[src/rdt_pkg.sv]
/*
  Constants, field layouts and carrier types for the raster display
  timing register block.
  Assumes a single 250 MHz system clock and an asynchronous active-low reset.
*/
`default_nettype none

package rdt_pkg;

  // ----------------------------------------------------------------
  // Widths
  // ----------------------------------------------------------------
  localparam int unsigned DATA_W = 8;
  localparam int unsigned IDX_W = 5;
  localparam int unsigned MA_W = 14;
  localparam int unsigned RA_W = 5;
  localparam int unsigned NUM_REGS = 18;

  // ----------------------------------------------------------------
  // Data register indices
  // ----------------------------------------------------------------
  localparam logic [4:0] IDX_HORIZONTAL_TOTAL = 5'h00;
  localparam logic [4:0] IDX_HORIZONTAL_DISPLAYED = 5'h01;
  localparam logic [4:0] IDX_HORIZONTAL_SYNC_POSITION = 5'h02;
  localparam logic [4:0] IDX_SYNC_WIDTH = 5'h03;
  localparam logic [4:0] IDX_VERTICAL_TOTAL = 5'h04;
  localparam logic [4:0] IDX_VERTICAL_TOTAL_ADJUST = 5'h05;
  localparam logic [4:0] IDX_VERTICAL_DISPLAYED = 5'h06;
  localparam logic [4:0] IDX_VERTICAL_SYNC_POSITION = 5'h07;
  localparam logic [4:0] IDX_INTERLACE_MODE_SKEW = 5'h08;
  localparam logic [4:0] IDX_MAX_SCAN_LINE = 5'h09;
  localparam logic [4:0] IDX_CURSOR_START_LINE = 5'h0A;
  localparam logic [4:0] IDX_CURSOR_END_LINE = 5'h0B;
  localparam logic [4:0] IDX_START_ADDRESS_HIGH = 5'h0C;
  localparam logic [4:0] IDX_START_ADDRESS_LOW = 5'h0D;
  localparam logic [4:0] IDX_CURSOR_ADDRESS_HIGH = 5'h0E;
  localparam logic [4:0] IDX_CURSOR_ADDRESS_LOW = 5'h0F;
  localparam logic [4:0] IDX_LIGHT_PEN_HIGH = 5'h10;
  localparam logic [4:0] IDX_LIGHT_PEN_LOW = 5'h11;

  // ----------------------------------------------------------------
  // Reset values, field layouts and counts
  // ----------------------------------------------------------------
  localparam logic [7:0] REG_RESET = 8'h00;
  localparam logic [4:0] INDEX_RESET = 5'h00;
  localparam logic [7:0] ADDR_HIGH_MASK = 8'h3F;
  localparam logic [7:0] READ_ZERO = 8'h00;
  localparam int unsigned INTERLACE_LO_BIT = 0;
  localparam int unsigned INTERLACE_HI_BIT = 1;
  localparam int unsigned CURSOR_BLINK_BIT = 6;
  localparam int unsigned CURSOR_PERIOD_BIT = 5;
  localparam logic [3:0] VSYNC_LAST_LINE = 4'hF;
  localparam logic [4:0] SCAN_STEP_NORMAL = 5'h01;
  localparam logic [4:0] SCAN_STEP_VIDEO = 5'h02;

  // ----------------------------------------------------------------
  // Carrier types
  // ----------------------------------------------------------------
  typedef enum logic [0:0] {VP_ROWS, VP_ADJUST} rdt_vphase_type;

  typedef struct packed {
    logic cs_n;
    logic rs;
    logic rnw;
    logic e;
    logic [7:0] data;
  } rdt_bus_type;

  typedef struct packed {
    logic vsync;
    logic hsync;
    logic display;
    logic [13:0] ma;
    logic [4:0] ra;
  } rdt_timing_type;

endpackage : rdt_pkg

`default_nettype wire

[src/rdt_display_timing.sv]
/*
  Host register interface and raster timing generator: index register,
  eighteen data registers, sync and display-enable timing, refresh and
  row addresses, light pen capture.
  Assumes bus pins and the light pen strobe are asynchronous to clk_sys
  and that the bus enable strobe lasts several clk_sys periods.
*/
// Function
// - One index plus eighteen data registers
// - Eight-bit data bus with processor controls
// - Drive vertical sync, horizontal sync, display enable
// - Drive 14-bit refresh and 5-bit row addresses
// - Indices 0-2 horizontal timing, write only
// - Index 3 sync width, write only
// - Indices 4,6,7 vertical timing, write only
// - Index 5 vertical adjust scan lines
// - Index 9 scan lines per character row
// - Index 8 low bits pick interlace mode
// - Cursor start with blink control bits
// - Index 11 cursor end scan line
// - Cursor address pair readable and writable
// - Light pen pair read only
// - Synced strobe rise captures refresh address
// - Start address used at next frame
// - Write on enable fall, drive while high
`timescale 1ns/10ps
`default_nettype none

module rdt_display_timing (
  // Clock and reset
  input wire logic clk_sys,
  input wire logic arst_n,
  // Processor bus
  input wire logic chip_select_low,
  input wire logic register_select,
  input wire logic read_not_write,
  input wire logic bus_enable,
  input wire logic [7:0] data_in,
  output logic [7:0] data_out,
  output logic data_out_enable,
  // Light pen
  input wire logic light_pen_strobe,
  // Video timing
  output logic vertical_sync,
  output logic horizontal_sync,
  output logic display_window,
  output logic [13:0] refresh_memory_address,
  output logic [4:0] scan_row_count
);

  // ----------------------------------------------------------------
  // State
  // ----------------------------------------------------------------
  typedef struct packed {
    rdt_pkg::rdt_bus_type bus_s1;
    rdt_pkg::rdt_bus_type bus_s2;
    rdt_pkg::rdt_bus_type bus_s3;
    logic e_level;
    logic lp_s1;
    logic lp_s2;
    logic lp_s3;
    logic lp_level;
    logic [4:0] index;
    logic [17:0][7:0] regs;
    logic [7:0] dout;
    logic [7:0] hcnt;
    logic hsync_on;
    logic [3:0] hsw_cnt;
    rdt_pkg::rdt_vphase_type phase;
    logic [6:0] row;
    logic [4:0] scan;
    logic [4:0] adj_cnt;
    logic field;
    logic vsync_on;
    logic vs_wait;
    logic [3:0] vs_cnt;
    logic [13:0] line_addr;
    logic [13:0] ma_cnt;
    logic display;
  } rdt_state_type;

  rdt_state_type st;
  rdt_state_type next_st;
  rdt_pkg::rdt_bus_type bus_pins;

  assign bus_pins = '{cs_n: chip_select_low, rs: register_select, rnw: read_not_write,
                      e: bus_enable, data: data_in};

  // ----------------------------------------------------------------
  // Register views
  // ----------------------------------------------------------------
  logic [7:0] h_total;
  logic [7:0] h_disp;
  logic [7:0] h_sync_pos;
  logic [3:0] h_sync_width;
  logic [6:0] v_total;
  logic [4:0] v_adjust;
  logic [6:0] v_disp;
  logic [6:0] v_sync_pos;
  logic interlace_on;
  logic interlace_video;
  logic [4:0] max_scan;
  logic [13:0] start_address;

  assign h_total = st.regs[rdt_pkg::IDX_HORIZONTAL_TOTAL];
  assign h_disp = st.regs[rdt_pkg::IDX_HORIZONTAL_DISPLAYED];
  assign h_sync_pos = st.regs[rdt_pkg::IDX_HORIZONTAL_SYNC_POSITION];
  assign h_sync_width = st.regs[rdt_pkg::IDX_SYNC_WIDTH][3:0];
  assign v_total = st.regs[rdt_pkg::IDX_VERTICAL_TOTAL][6:0];
  assign v_adjust = st.regs[rdt_pkg::IDX_VERTICAL_TOTAL_ADJUST][4:0];
  assign v_disp = st.regs[rdt_pkg::IDX_VERTICAL_DISPLAYED][6:0];
  assign v_sync_pos = st.regs[rdt_pkg::IDX_VERTICAL_SYNC_POSITION][6:0];
  assign interlace_on = st.regs[rdt_pkg::IDX_INTERLACE_MODE_SKEW][rdt_pkg::INTERLACE_LO_BIT];
  assign interlace_video = interlace_on
                         & st.regs[rdt_pkg::IDX_INTERLACE_MODE_SKEW][rdt_pkg::INTERLACE_HI_BIT];
  assign max_scan = st.regs[rdt_pkg::IDX_MAX_SCAN_LINE][4:0];
  assign start_address = {st.regs[rdt_pkg::IDX_START_ADDRESS_HIGH][5:0],
                          st.regs[rdt_pkg::IDX_START_ADDRESS_LOW]};

  // ----------------------------------------------------------------
  // Next state
  // ----------------------------------------------------------------
  logic e_fall;
  logic host_write;
  logic lp_rise;
  logic h_end;
  logic row_last;
  logic frame_start;
  logic row_advance;
  logic [4:0] scan_step;
  logic [4:0] scan_first;
  logic [3:0] hsw_next;
  logic [7:0] read_value;
  logic bus_steady;

  always_comb begin
    next_st = st;
    // --------------------------------------------------------------
    // Three-stage synchronisers for bus and strobe pins
    // --------------------------------------------------------------
    next_st.bus_s1 = bus_pins;
    next_st.bus_s2 = st.bus_s1;
    next_st.bus_s3 = st.bus_s2;
    next_st.lp_s1 = light_pen_strobe;
    next_st.lp_s2 = st.lp_s1;
    next_st.lp_s3 = st.lp_s2;
    if (st.bus_s2.e == st.bus_s3.e) begin
      next_st.e_level = st.bus_s3.e;
    end
    if (st.lp_s2 == st.lp_s3) begin
      next_st.lp_level = st.lp_s3;
    end
    // --------------------------------------------------------------
    // Strobe edges
    // --------------------------------------------------------------
    e_fall = st.e_level & ~st.bus_s2.e & ~st.bus_s3.e;
    lp_rise = ~st.lp_level & st.lp_s2 & st.lp_s3;
    bus_steady = (st.bus_s2 == st.bus_s3);
    host_write = e_fall & bus_steady & ~st.bus_s3.cs_n & ~st.bus_s3.rnw;

    // --------------------------------------------------------------
    // Host writes
    // --------------------------------------------------------------
    if (host_write && !st.bus_s3.rs) begin
      next_st.index = st.bus_s3.data[4:0];
    end
    if (host_write && st.bus_s3.rs) begin
      case (st.index)
        rdt_pkg::IDX_START_ADDRESS_HIGH,
        rdt_pkg::IDX_CURSOR_ADDRESS_HIGH: begin
          next_st.regs[st.index] = st.bus_s3.data & rdt_pkg::ADDR_HIGH_MASK;
        end
        rdt_pkg::IDX_HORIZONTAL_TOTAL, rdt_pkg::IDX_HORIZONTAL_DISPLAYED,
        rdt_pkg::IDX_HORIZONTAL_SYNC_POSITION, rdt_pkg::IDX_SYNC_WIDTH,
        rdt_pkg::IDX_VERTICAL_TOTAL, rdt_pkg::IDX_VERTICAL_TOTAL_ADJUST,
        rdt_pkg::IDX_VERTICAL_DISPLAYED, rdt_pkg::IDX_VERTICAL_SYNC_POSITION,
        rdt_pkg::IDX_INTERLACE_MODE_SKEW, rdt_pkg::IDX_MAX_SCAN_LINE,
        rdt_pkg::IDX_CURSOR_START_LINE, rdt_pkg::IDX_CURSOR_END_LINE,
        rdt_pkg::IDX_START_ADDRESS_LOW, rdt_pkg::IDX_CURSOR_ADDRESS_LOW: begin
          next_st.regs[st.index] = st.bus_s3.data;
        end
        default: begin
          next_st.regs = st.regs;
        end
      endcase
    end

    // --------------------------------------------------------------
    // Read data, always held in a register
    // --------------------------------------------------------------
    case (st.index)
      rdt_pkg::IDX_CURSOR_ADDRESS_HIGH, rdt_pkg::IDX_CURSOR_ADDRESS_LOW,
      rdt_pkg::IDX_LIGHT_PEN_HIGH, rdt_pkg::IDX_LIGHT_PEN_LOW: begin
        read_value = st.regs[st.index];
      end
      default: begin
        read_value = rdt_pkg::READ_ZERO;
      end
    endcase
    next_st.dout = st.bus_s3.rs ? read_value : rdt_pkg::READ_ZERO;

    // --------------------------------------------------------------
    // Light pen capture of the current refresh address
    // --------------------------------------------------------------
    if (lp_rise) begin
      next_st.regs[rdt_pkg::IDX_LIGHT_PEN_HIGH] = {2'b00, st.ma_cnt[13:8]};
      next_st.regs[rdt_pkg::IDX_LIGHT_PEN_LOW] = st.ma_cnt[7:0];
    end

    // --------------------------------------------------------------
    // Horizontal counter and sync
    // --------------------------------------------------------------
    h_end = (st.hcnt == h_total);
    next_st.hcnt = h_end ? 8'h00 : st.hcnt + 8'h01;
    hsw_next = st.hsw_cnt + 4'h1;
    if (st.hcnt == h_sync_pos) begin
      next_st.hsync_on = 1'b1;
      next_st.hsw_cnt = 4'h0;
    end else if (st.hsync_on) begin
      next_st.hsw_cnt = hsw_next;
      if (hsw_next == h_sync_width) begin
        next_st.hsync_on = 1'b0;
      end
    end

    // --------------------------------------------------------------
    // Vertical sequencing
    // --------------------------------------------------------------
    scan_step = interlace_video ? rdt_pkg::SCAN_STEP_VIDEO : rdt_pkg::SCAN_STEP_NORMAL;
    row_last = interlace_video ? ((st.scan | 5'h01) >= max_scan) : (st.scan == max_scan);
    frame_start = 1'b0;
    row_advance = 1'b0;
    scan_first = 5'h00;
    if (h_end) begin
      case (st.phase)
        rdt_pkg::VP_ROWS: begin
          if (row_last) begin
            next_st.line_addr = st.line_addr + {6'h00, h_disp};
            if (st.row == v_total) begin
              if (v_adjust == 5'h00) begin
                frame_start = 1'b1;
              end else begin
                next_st.phase = rdt_pkg::VP_ADJUST;
                next_st.adj_cnt = 5'h00;
                next_st.scan = 5'h00;
              end
            end else begin
              next_st.row = st.row + 7'h01;
              row_advance = 1'b1;
            end
          end else begin
            next_st.scan = st.scan + scan_step;
          end
        end
        rdt_pkg::VP_ADJUST: begin
          next_st.scan = st.scan + rdt_pkg::SCAN_STEP_NORMAL;
          next_st.adj_cnt = st.adj_cnt + 5'h01;
          if (st.adj_cnt + 5'h01 == v_adjust) begin
            frame_start = 1'b1;
          end
        end
        default: begin
          frame_start = 1'b1;
        end
      endcase
      if (frame_start) begin
        next_st.phase = rdt_pkg::VP_ROWS;
        next_st.row = 7'h00;
        next_st.field = interlace_on ? ~st.field : 1'b0;
        next_st.line_addr = start_address;
        row_advance = 1'b1;
      end
      scan_first = (interlace_video && next_st.field) ? 5'h01 : 5'h00;
      if (row_advance) begin
        next_st.scan = scan_first;
      end
      next_st.ma_cnt = next_st.line_addr;
    end else begin
      next_st.ma_cnt = st.ma_cnt + 14'h0001;
    end

    // --------------------------------------------------------------
    // Vertical sync, sixteen scan lines; on even interlace fields it starts half a line late and is half a line shorter
    // --------------------------------------------------------------
    if (h_end && st.vsync_on) begin
      next_st.vs_cnt = st.vs_cnt + 4'h1;
      if (st.vs_cnt == rdt_pkg::VSYNC_LAST_LINE) begin
        next_st.vsync_on = 1'b0;
      end
    end
    if (st.vs_wait && st.hcnt == {1'b0, h_total[7:1]}) begin
      next_st.vs_wait = 1'b0;
      next_st.vsync_on = 1'b1;
      next_st.vs_cnt = 4'h0;
    end
    if (h_end && row_advance && next_st.row == v_sync_pos) begin
      if (interlace_on && !next_st.field) begin
        next_st.vs_wait = 1'b1;
      end else begin
        next_st.vsync_on = 1'b1;
        next_st.vs_cnt = 4'h0;
      end
    end

    // --------------------------------------------------------------
    // Display enable from next counter values
    // --------------------------------------------------------------
    next_st.display = (next_st.hcnt < h_disp) && (next_st.phase == rdt_pkg::VP_ROWS)
                    && (next_st.row < v_disp);
  end

  // ----------------------------------------------------------------
  // State register
  // ----------------------------------------------------------------
  always_ff @(posedge clk_sys or negedge arst_n) begin
    if (!arst_n) begin
      st <= '0;
      st.index <= rdt_pkg::INDEX_RESET;
      st.regs <= {rdt_pkg::NUM_REGS{rdt_pkg::REG_RESET}};
      st.phase <= rdt_pkg::VP_ROWS;
    end else begin
      st <= next_st;
    end
  end

  // ----------------------------------------------------------------
  // Outputs
  // ----------------------------------------------------------------
  assign data_out = st.dout;
  assign data_out_enable = st.e_level & ~st.bus_s3.cs_n & st.bus_s3.rnw;
  assign vertical_sync = st.vsync_on;
  assign horizontal_sync = st.hsync_on;
  assign display_window = st.display;
  assign refresh_memory_address = st.ma_cnt;
  assign scan_row_count = st.scan;

endmodule : rdt_display_timing

`default_nettype wire

[config.mk]
export PLATFORM = sky130hd
export DESIGN_NAME = rdt_display_timing
export DESIGN_NICKNAME = d
export VERILOG_FILES = /design/src/rdt_pkg.sv /design/src/rdt_display_timing.sv
export SDC_FILE = /design/constraint.sdc
export NUM_CORES = 1
export LEC_CHECK = 0
export BUFFER_PORTS_ARGS = -buffer_cell sky130_fd_sc_hd__clkbuf_2
export CAP_MARGIN = 0
export CELL_PAD_IN_SITES_DETAIL_PLACEMENT = 1
export CELL_PAD_IN_SITES_GLOBAL_PLACEMENT = 1
export CORE_MARGIN = 4
export CORE_UTILIZATION = 49
export DETAILED_ROUTE_END_ITERATION = 12
export PLACE_DENSITY = 0.89
export SYNTH_ARGS = -nofsm -noshare
export SYNTH_HDL_FRONTEND = slang
export SYNTH_SLANG_ARGS = --single-unit
[constraint.sdc]
create_clock -name clk_sys -period 4.3 [get_ports clk_sys]
set_clock_uncertainty 0.2 [all_clocks]
set_input_delay 0.43 -clock clk_sys [delete_from_list [all_inputs] [get_ports clk_sys]]
set_output_delay 0.43 -clock clk_sys [all_outputs]
set_load 0.05 [all_outputs]
==> flow_metrics.tcl, run 1 <==
set metrics [dict create \
    wl_um 39840 \
    rsz0062_at_grt "false" \
    place.port_buffers 45 \
    antenna_found_initial 0 \
    postRouteAntennaNets 0 \
    clockPowerShare_pct 48.2 \
    critPathTopFamily "compound AO/OA/AOI/OAI gates" \
    crit_buf_inv 1 \
    slew_headroom_pct 33.65 \
    dp_hpwl_um 27740 \
    p_sw_mw 1.295 \
    cts_root_buf "clkbuf_16" \
    initial_core_util_pct 50.13 \
    critPathMaxFanout 22 \
    max_stage_delay_ns 0.51 \
    wl_per_cell_um 24.70 \
    yosysSeqAreaShare_pct 48.81 \
    grt_overflow_total 0 \
    final_area_um2 15180 \
    fin_crit_ns 3.634 \
    syn_area_um2 13590 \
    start_kind "flop" \
    fill_cells 2773 \
    maxCapViolCount 0 \
    internal-power_mw 4.213 \
    hold_viol 0 \
    synthArstFlopShare_pct 100.0 \
    critPathArrivalTime_ns 3.89 \
    r2r_cells 13 \
    worst_slack_ns 0.6664 \
    syn2layout_area_growth_pct 11.70 \
    grt_pass1_vias 10750 \
    cts_buffers 29 \
    combPwrFrac_pct 4.9 \
    crit_required_ns 4.56 \
    clkTransAtPathRegs_ns 0.07 \
    run_status "finished, final reports clean" \
    crit_path_top_delay_cell "dfrtp_1" \
    gp_congestion 0.9021 \
    worst_slew_pin_slew_ns 0.9953 \
    finalMaxSlewViolations 0 \
    setup_violations 0 \
    fin_tns_setup_ns 0 \
    final_cell_mix "264 x dfrtp_1, 106 x nand2_1, 93 x mux2_2" \
    antenna_cells 0 \
    r2r_setup_slack_ns 0.67 \
    rr_endpoint "display_window" \
    min_to "next_st[240]" \
    via_per_inst 6.135 \
    p_sw_share_pct 23.50 \
    die_area_um2 30460 \
    min_period_over_period_pct 84.50 \
    drt_iter0_drc 838 \
    syn_nets 1248 \
    leakage_nw 6.936 \
    end_kind "flop" \
    post_synth.cell_area_avg_um2 11.35 \
    clockBufferDepth 3 \
    die_h_um 174.5 \
    r2r_start "scan_row_count[2]" \
    final_core_util_pct 56.00 \
    drive_above_1_share_pct 21.51 \
    ir_worst_vdd_mv 0.2667 \
    synth_edf_count 0 \
    die_x_um 174.5 \
    power_density_nw_per_um2 362.9 \
    pre_cts_ws_ns 0.7207 \
    rows 60 \
    place_area_um2 14010 \
    htreeDepth 1 \
    ys_ff_latch 265 \
    final_common_cell "dfrtp_1" \
    track_usage_pct 26.25 \
    grt_max_degree 128 \
    path_cells "ha_1, o211ai_1, a31oi_1, o211ai_2, buf_4, nor2_1, a21oi_1, nor2_1, o21bai_1, ha_1, a21oi_1, o2111ai_1, nor4_1" \
    clock_latency_ns 0.57 \
    cts.sinks 265 \
    grt_pass1_wl_um 63020 \
    cts_tree "yes" \
    power_frac_seq_pct 46.9 \
    min_path_cells 0 \
    hold_path_startpoint "next_st[252]" \
    crit_type "reg -> reg" \
    fin_nets 1270 \
    ys.flop_type "dfrtp_1" \
    vias 9896 \
    fmax_mhz 275.2 \
    synthCells 1197 \
    drcViolationCount 0 \
    ios 46 \
    synth_cell_types 76 \
    ys_warn_count 0 \
    firstDrtPassIters 5 \
    coreArea_um2 27100 \
    hp-class "reg -> reg" \
]
## cell families after synthesis
group	after synthesis	synth area share, %
multiplexers	152	15.81
XOR/XNOR	88	5.673
flip-flops	265	48.81
buffers and inverters	125	4.365
AND/OR/NAND/NOR	323	11.91
adder cells (fa/ha/maj)	38	3.573
AO/OA/AOI/OAI	206	9.863
## sequential cells by signal, indices dropped and copies added (netlist names)
| name | cells |
|---|---|
| data_out | 8 |
| h_disp | 8 |
| refresh_memory_address | 14 |
| next_st | 26 |
| interlace_on | 1 |
| vertical_sync | 1 |
| h_sync_pos | 8 |
| display_window | 1 |
| st | 175 |
| horizontal_sync | 1 |
| h_total | 8 |
| scan_row_count | 5 |
| h_sync_width | 4 |
| max_scan | 5 |
## per-stage QoR
| step | power [mW] | hold slack (ns) | instances |
|---|---|---|---|
| global route | 5.686 | 0.1518 | 1613 |
| floorplan | 2.763 | -0.06559 | 1197 |
| finish | 5.508 | 0.1464 | 1613 |
| detailed placement | 2.885 | 0.1356 | 1546 |
| CTS | 5.546 | 0.1493 | 1613 |
| global placement | 2.871 | 0.1323 | 1546 |
## synth_stat cells, types with 4 or more instances
master    count  share of area, %
nor3b_1       6              0.33
or2_2         4              0.18
dfrtp_1     265                49
o21a_1        8              0.44
nand3_1      25              0.92
a21o_1       16              0.88
nand3b_1      6              0.33
a31oi_1       8              0.37
a211oi_1      7              0.39
buf_1         8              0.22
xnor2_1      60               3.9
a221oi_1      4              0.26
o31ai_1       4              0.22
clkbuf_1     38               1.0
and3_1        8              0.37
nand4_1      20              0.92
nor2_1       78               2.2
nor2_4        4              0.33
ha_1         34               3.1
a21boi_0      5              0.28
or3_1         6              0.28
o22a_1        4              0.26
a21oi_1      31               1.1
nor4_1        9              0.41
mux4_2       40               6.6
mux2_2       93               7.7
and2_1        7              0.32
mux2_1        8              0.66
buf_4        27               1.5
o21ai_0      73               2.7
mux2i_1      11              0.81
nand2_1     107               3.0
nor2b_1      10              0.46
o211ai_1      8              0.44
nand2b_1      6              0.28
buf_2        12              0.44
xor2_1       28               1.8
nor3_1       12              0.44
o21ai_1       5              0.18
inv_1        39               1.1
## per-layer routing
layer	global-route usage [%]	wire length [um]	part of all wire, %
met1	34.18	16180	41
met2	43.46	19150	48
met3	5.437	2690	6.8
met4	10.11	1818	4.6
met5	0	0	0
## worst max-delay path by stage
| stage | startpoint | endpoint | depth (start not counted) |
|---|---|---|---|
| 2_1_floorplan | st[60] | display_window | 14 |
| 3_3_place_gp | scan_row_count[2] | display_window | 12 |
| 3_5_place_dp | scan_row_count[2] | display_window | 12 |
| 4_1_cts | scan_row_count[2] | display_window | 12 |
| 5_1_grt | scan_row_count[1] | display_window | 13 |
| 6_report | scan_row_count[2] | display_window | 13 |
## worst reg2reg max path: stages (launching register included)
cell       delay (ns)
dfrtp_1          0.51
ha_1             0.38
o211ai_1         0.09
a31oi_1          0.35
o211ai_2         0.18
buf_4            0.26
nor2_1           0.36
a21oi_1          0.12
nor2_1           0.11
o21bai_1         0.10
ha_1             0.31
a21oi_1          0.17
o2111ai_1        0.12
nor4_1           0.26
## timing repair
| item | 4_1_cts | 5_1_grt |
|---|---|---|
| resized for setup | 0 | 0 |
| buffers inserted | 0 | 0 |
| hold buffers | 14 | 0 |
| hold endpoints to repair | 138 | 0 |
| endpoints found under the setup margin | 0 | 0 |
## power by group through the flow
stage	registers, mW	clock network (mW)	logic, mW
floorplan	2.60	0	0.162
global placement	2.62	0	0.249
detailed placement	2.63	0	0.258
CTS	2.58	2.69	0.272
global route	2.59	2.80	0.297
finish	2.58	2.65	0.269
## area by class of cell
type	count	area, um2	share of cell area [%]
multi-input cells	807	6367	41.95
well taps	372	465.4	3.067
clock inverters	10	151.4	0.9975
flip-flops and latches	265	6633	43.70
clock buffers	43	878.3	5.787
inverters	39	146.4	0.9645
repair buffers	77	535.5	3.528
No activity file was read; power rests on OpenSTA's default activity.
==> run 2, diff against run 1 <==
clock period = 3.7 ns   (was 4.3 ns; I/O delays follow)
==> run 2 against run 1 <==
Critical path depth down 3. Cell count is 0.81% higher. Clock-buffer cell count fell by 4. Largest cell class unchanged. Global-route usage is 0.15 points higher. Worst hold slack lost 0.0020 ns. First-iteration DRC count is 0.84% higher. Die area unchanged. Critical path type unchanged. Power rose by 16%.
==> flow_metrics.tcl, run 2 (same netlist as run 1, synthesis figures left out) <==
set metrics [dict create \
    final_common_cell "dfrtp_1" \
    cts.sinks 265 \
    fin_tns_setup_ns 0 \
    place.port_buffers 45 \
    p_total_mw 6.381 \
    clock_latency_ns 0.56 \
    largest_reg_flops 175 \
    min_to "next_st[229]" \
    wl_per_cell_um 24.69 \
    worst_hold_slack_ns 0.1444 \
    initial_core_util_pct 50.13 \
    hold_viol 0 \
    crit_type "reg -> reg" \
    fmax_mhz 287.9 \
    finalMaxSlewViolations 0 \
    setup_violations 0 \
    end_kind "flop" \
    hp-class "reg -> reg" \
    top_register "st" \
    worst_slew_pin_slew_ns 1.211 \
    grt_overflow_total 0 \
    drt_iter0_drc 845 \
    r2r_setup_slack_ns 0.23 \
    dp_hpwl_um 27790 \
    min_path_cells 0 \
    firstDrtPassIters 5 \
    drive_above_1_share_pct 22.57 \
    final_area_um2 15270 \
    antenna_found_initial 0 \
    start_kind "flop" \
    wl_um 40150 \
    htreeDepth 1 \
    place_area_um2 14110 \
    grt_pass1_vias 10770 \
    min_period_over_period_pct 93.89 \
    postRouteAntennaNets 0 \
    grt_pass1_wl_um 63900 \
    track_usage_pct 26.40 \
    rows 60 \
    leakage_nw 6.985 \
    drcViolationCount 0 \
    clkTransAtPathRegs_ns 0.06 \
    worst_slack_ns 0.2261 \
    cts_tree "yes" \
    final_cell_mix "263 x dfrtp_1, 106 x nand2_1, 93 x mux2_2" \
    coreArea_um2 27100 \
    die_area_um2 30460 \
    die_x_um 174.5 \
    vias 9989 \
    die_h_um 174.5 \
    gp_congestion 0.9524 \
    hold_path_startpoint "next_st[241]" \
    rsz0062_at_grt "false" \
    fin_nets 1281 \
    syn2layout_area_growth_pct 12.41 \
    crit_required_ns 3.95 \
    r2r_start "st[59]" \
    fin_crit_ns 3.474 \
    clockBufferDepth 3 \
    critPathArrivalTime_ns 3.73 \
    run_status "finished, final reports clean" \
    slew_headroom_pct 18.52 \
    maxCapViolCount 0 \
    via_per_inst 6.143 \
    critPathMaxFanout 10 \
    pre_cts_ws_ns 0.1559 \
    rr_endpoint "display_window" \
    antenna_cells 0 \
    cts_root_buf "clkbuf_16" \
    r2r_cells 10 \
    grt_max_degree 96 \
    ios 46 \
    ir_worst_vdd_mv 0.3836 \
    power_density_nw_per_um2 417.8 \
    cts_buffers 30 \
]
run 2: cell count changes in the layout (fill, tap and decap cells not counted), sizes merged:
cell | before | now
clkbuf | 87 | 83
buf | 19 | 29
inv | 40 | 39
clkinv | 6 | 12
clkinvlp | 0 | 2
run 2: repair_timing:
item / CTS / global route
setup buffers: 0 / 0
resized for setup: 0 / 3
setup endpoints to repair: 0 / 6
hold buffers: 14 / 0
hold endpoints to repair: 104 / 0
run 2: worst max-delay path by stage:
stage	from	endpoint	cells past startpoint
after global routing	scan_row_count[1]	display_window	13
after detailed placement	scan_row_count[1]	display_window	13
final	st[59]	display_window	10
after CTS	scan_row_count[1]	display_window	13
after floorplan	st[60]	display_window	14
after global placement	scan_row_count[1]	display_window	13
run 2: area by class of cell:
cell class,instances,area (um2)
clock inverter,17,168.9
clock buffer,39,845.8
timing repair buffer,87,635.6
sequential,265,6634
multi-input combinational,807,6377
fill,2772,11830
inverter,39,146.4
tap,372,465.4
run 2: where the power goes:
group | leakage, nW | total, mW | switching (mW) | internal, mW
clock network | 0.505 | 3.05 | 1.24 | 1.82
logic | 2.89 | 0.336 | 0.233 | 0.104
registers | 3.59 | 2.99 | 0.0500 | 2.94
total | 6.98 | 6.38 | 1.52 | 4.86
run 2: critical path: stages, from the launching register on:
cell and delay [ns]:
dfrtp_1 0.54, xnor2_1 0.35, and4_1 0.41, nand2_2 0.29, and2_1 0.28, ha_1 0.30
a21boi_0 0.14, o21a_1 0.19, o21ai_0 0.23, a21oi_1 0.18, nor4_1 0.26
run 2: stage by stage:
step	std cells	util [%]
6_report	1626	56.36
5_1_grt	1626	56.36
4_1_cts	1626	56.32
3_5_place_dp	1556	52.05
3_3_place_gp	1556	52.05
2_1_floorplan	1197	-
run 2: per-layer routing:
layer  GRT usage, %  vias up  part of all wire [%]
met5              0        -                     0
met4          9.787        0                   4.3
met3          3.393       94                   5.9
met2          45.06      395                    49
met1          34.69     5177                    41
li1               -     4323                     -
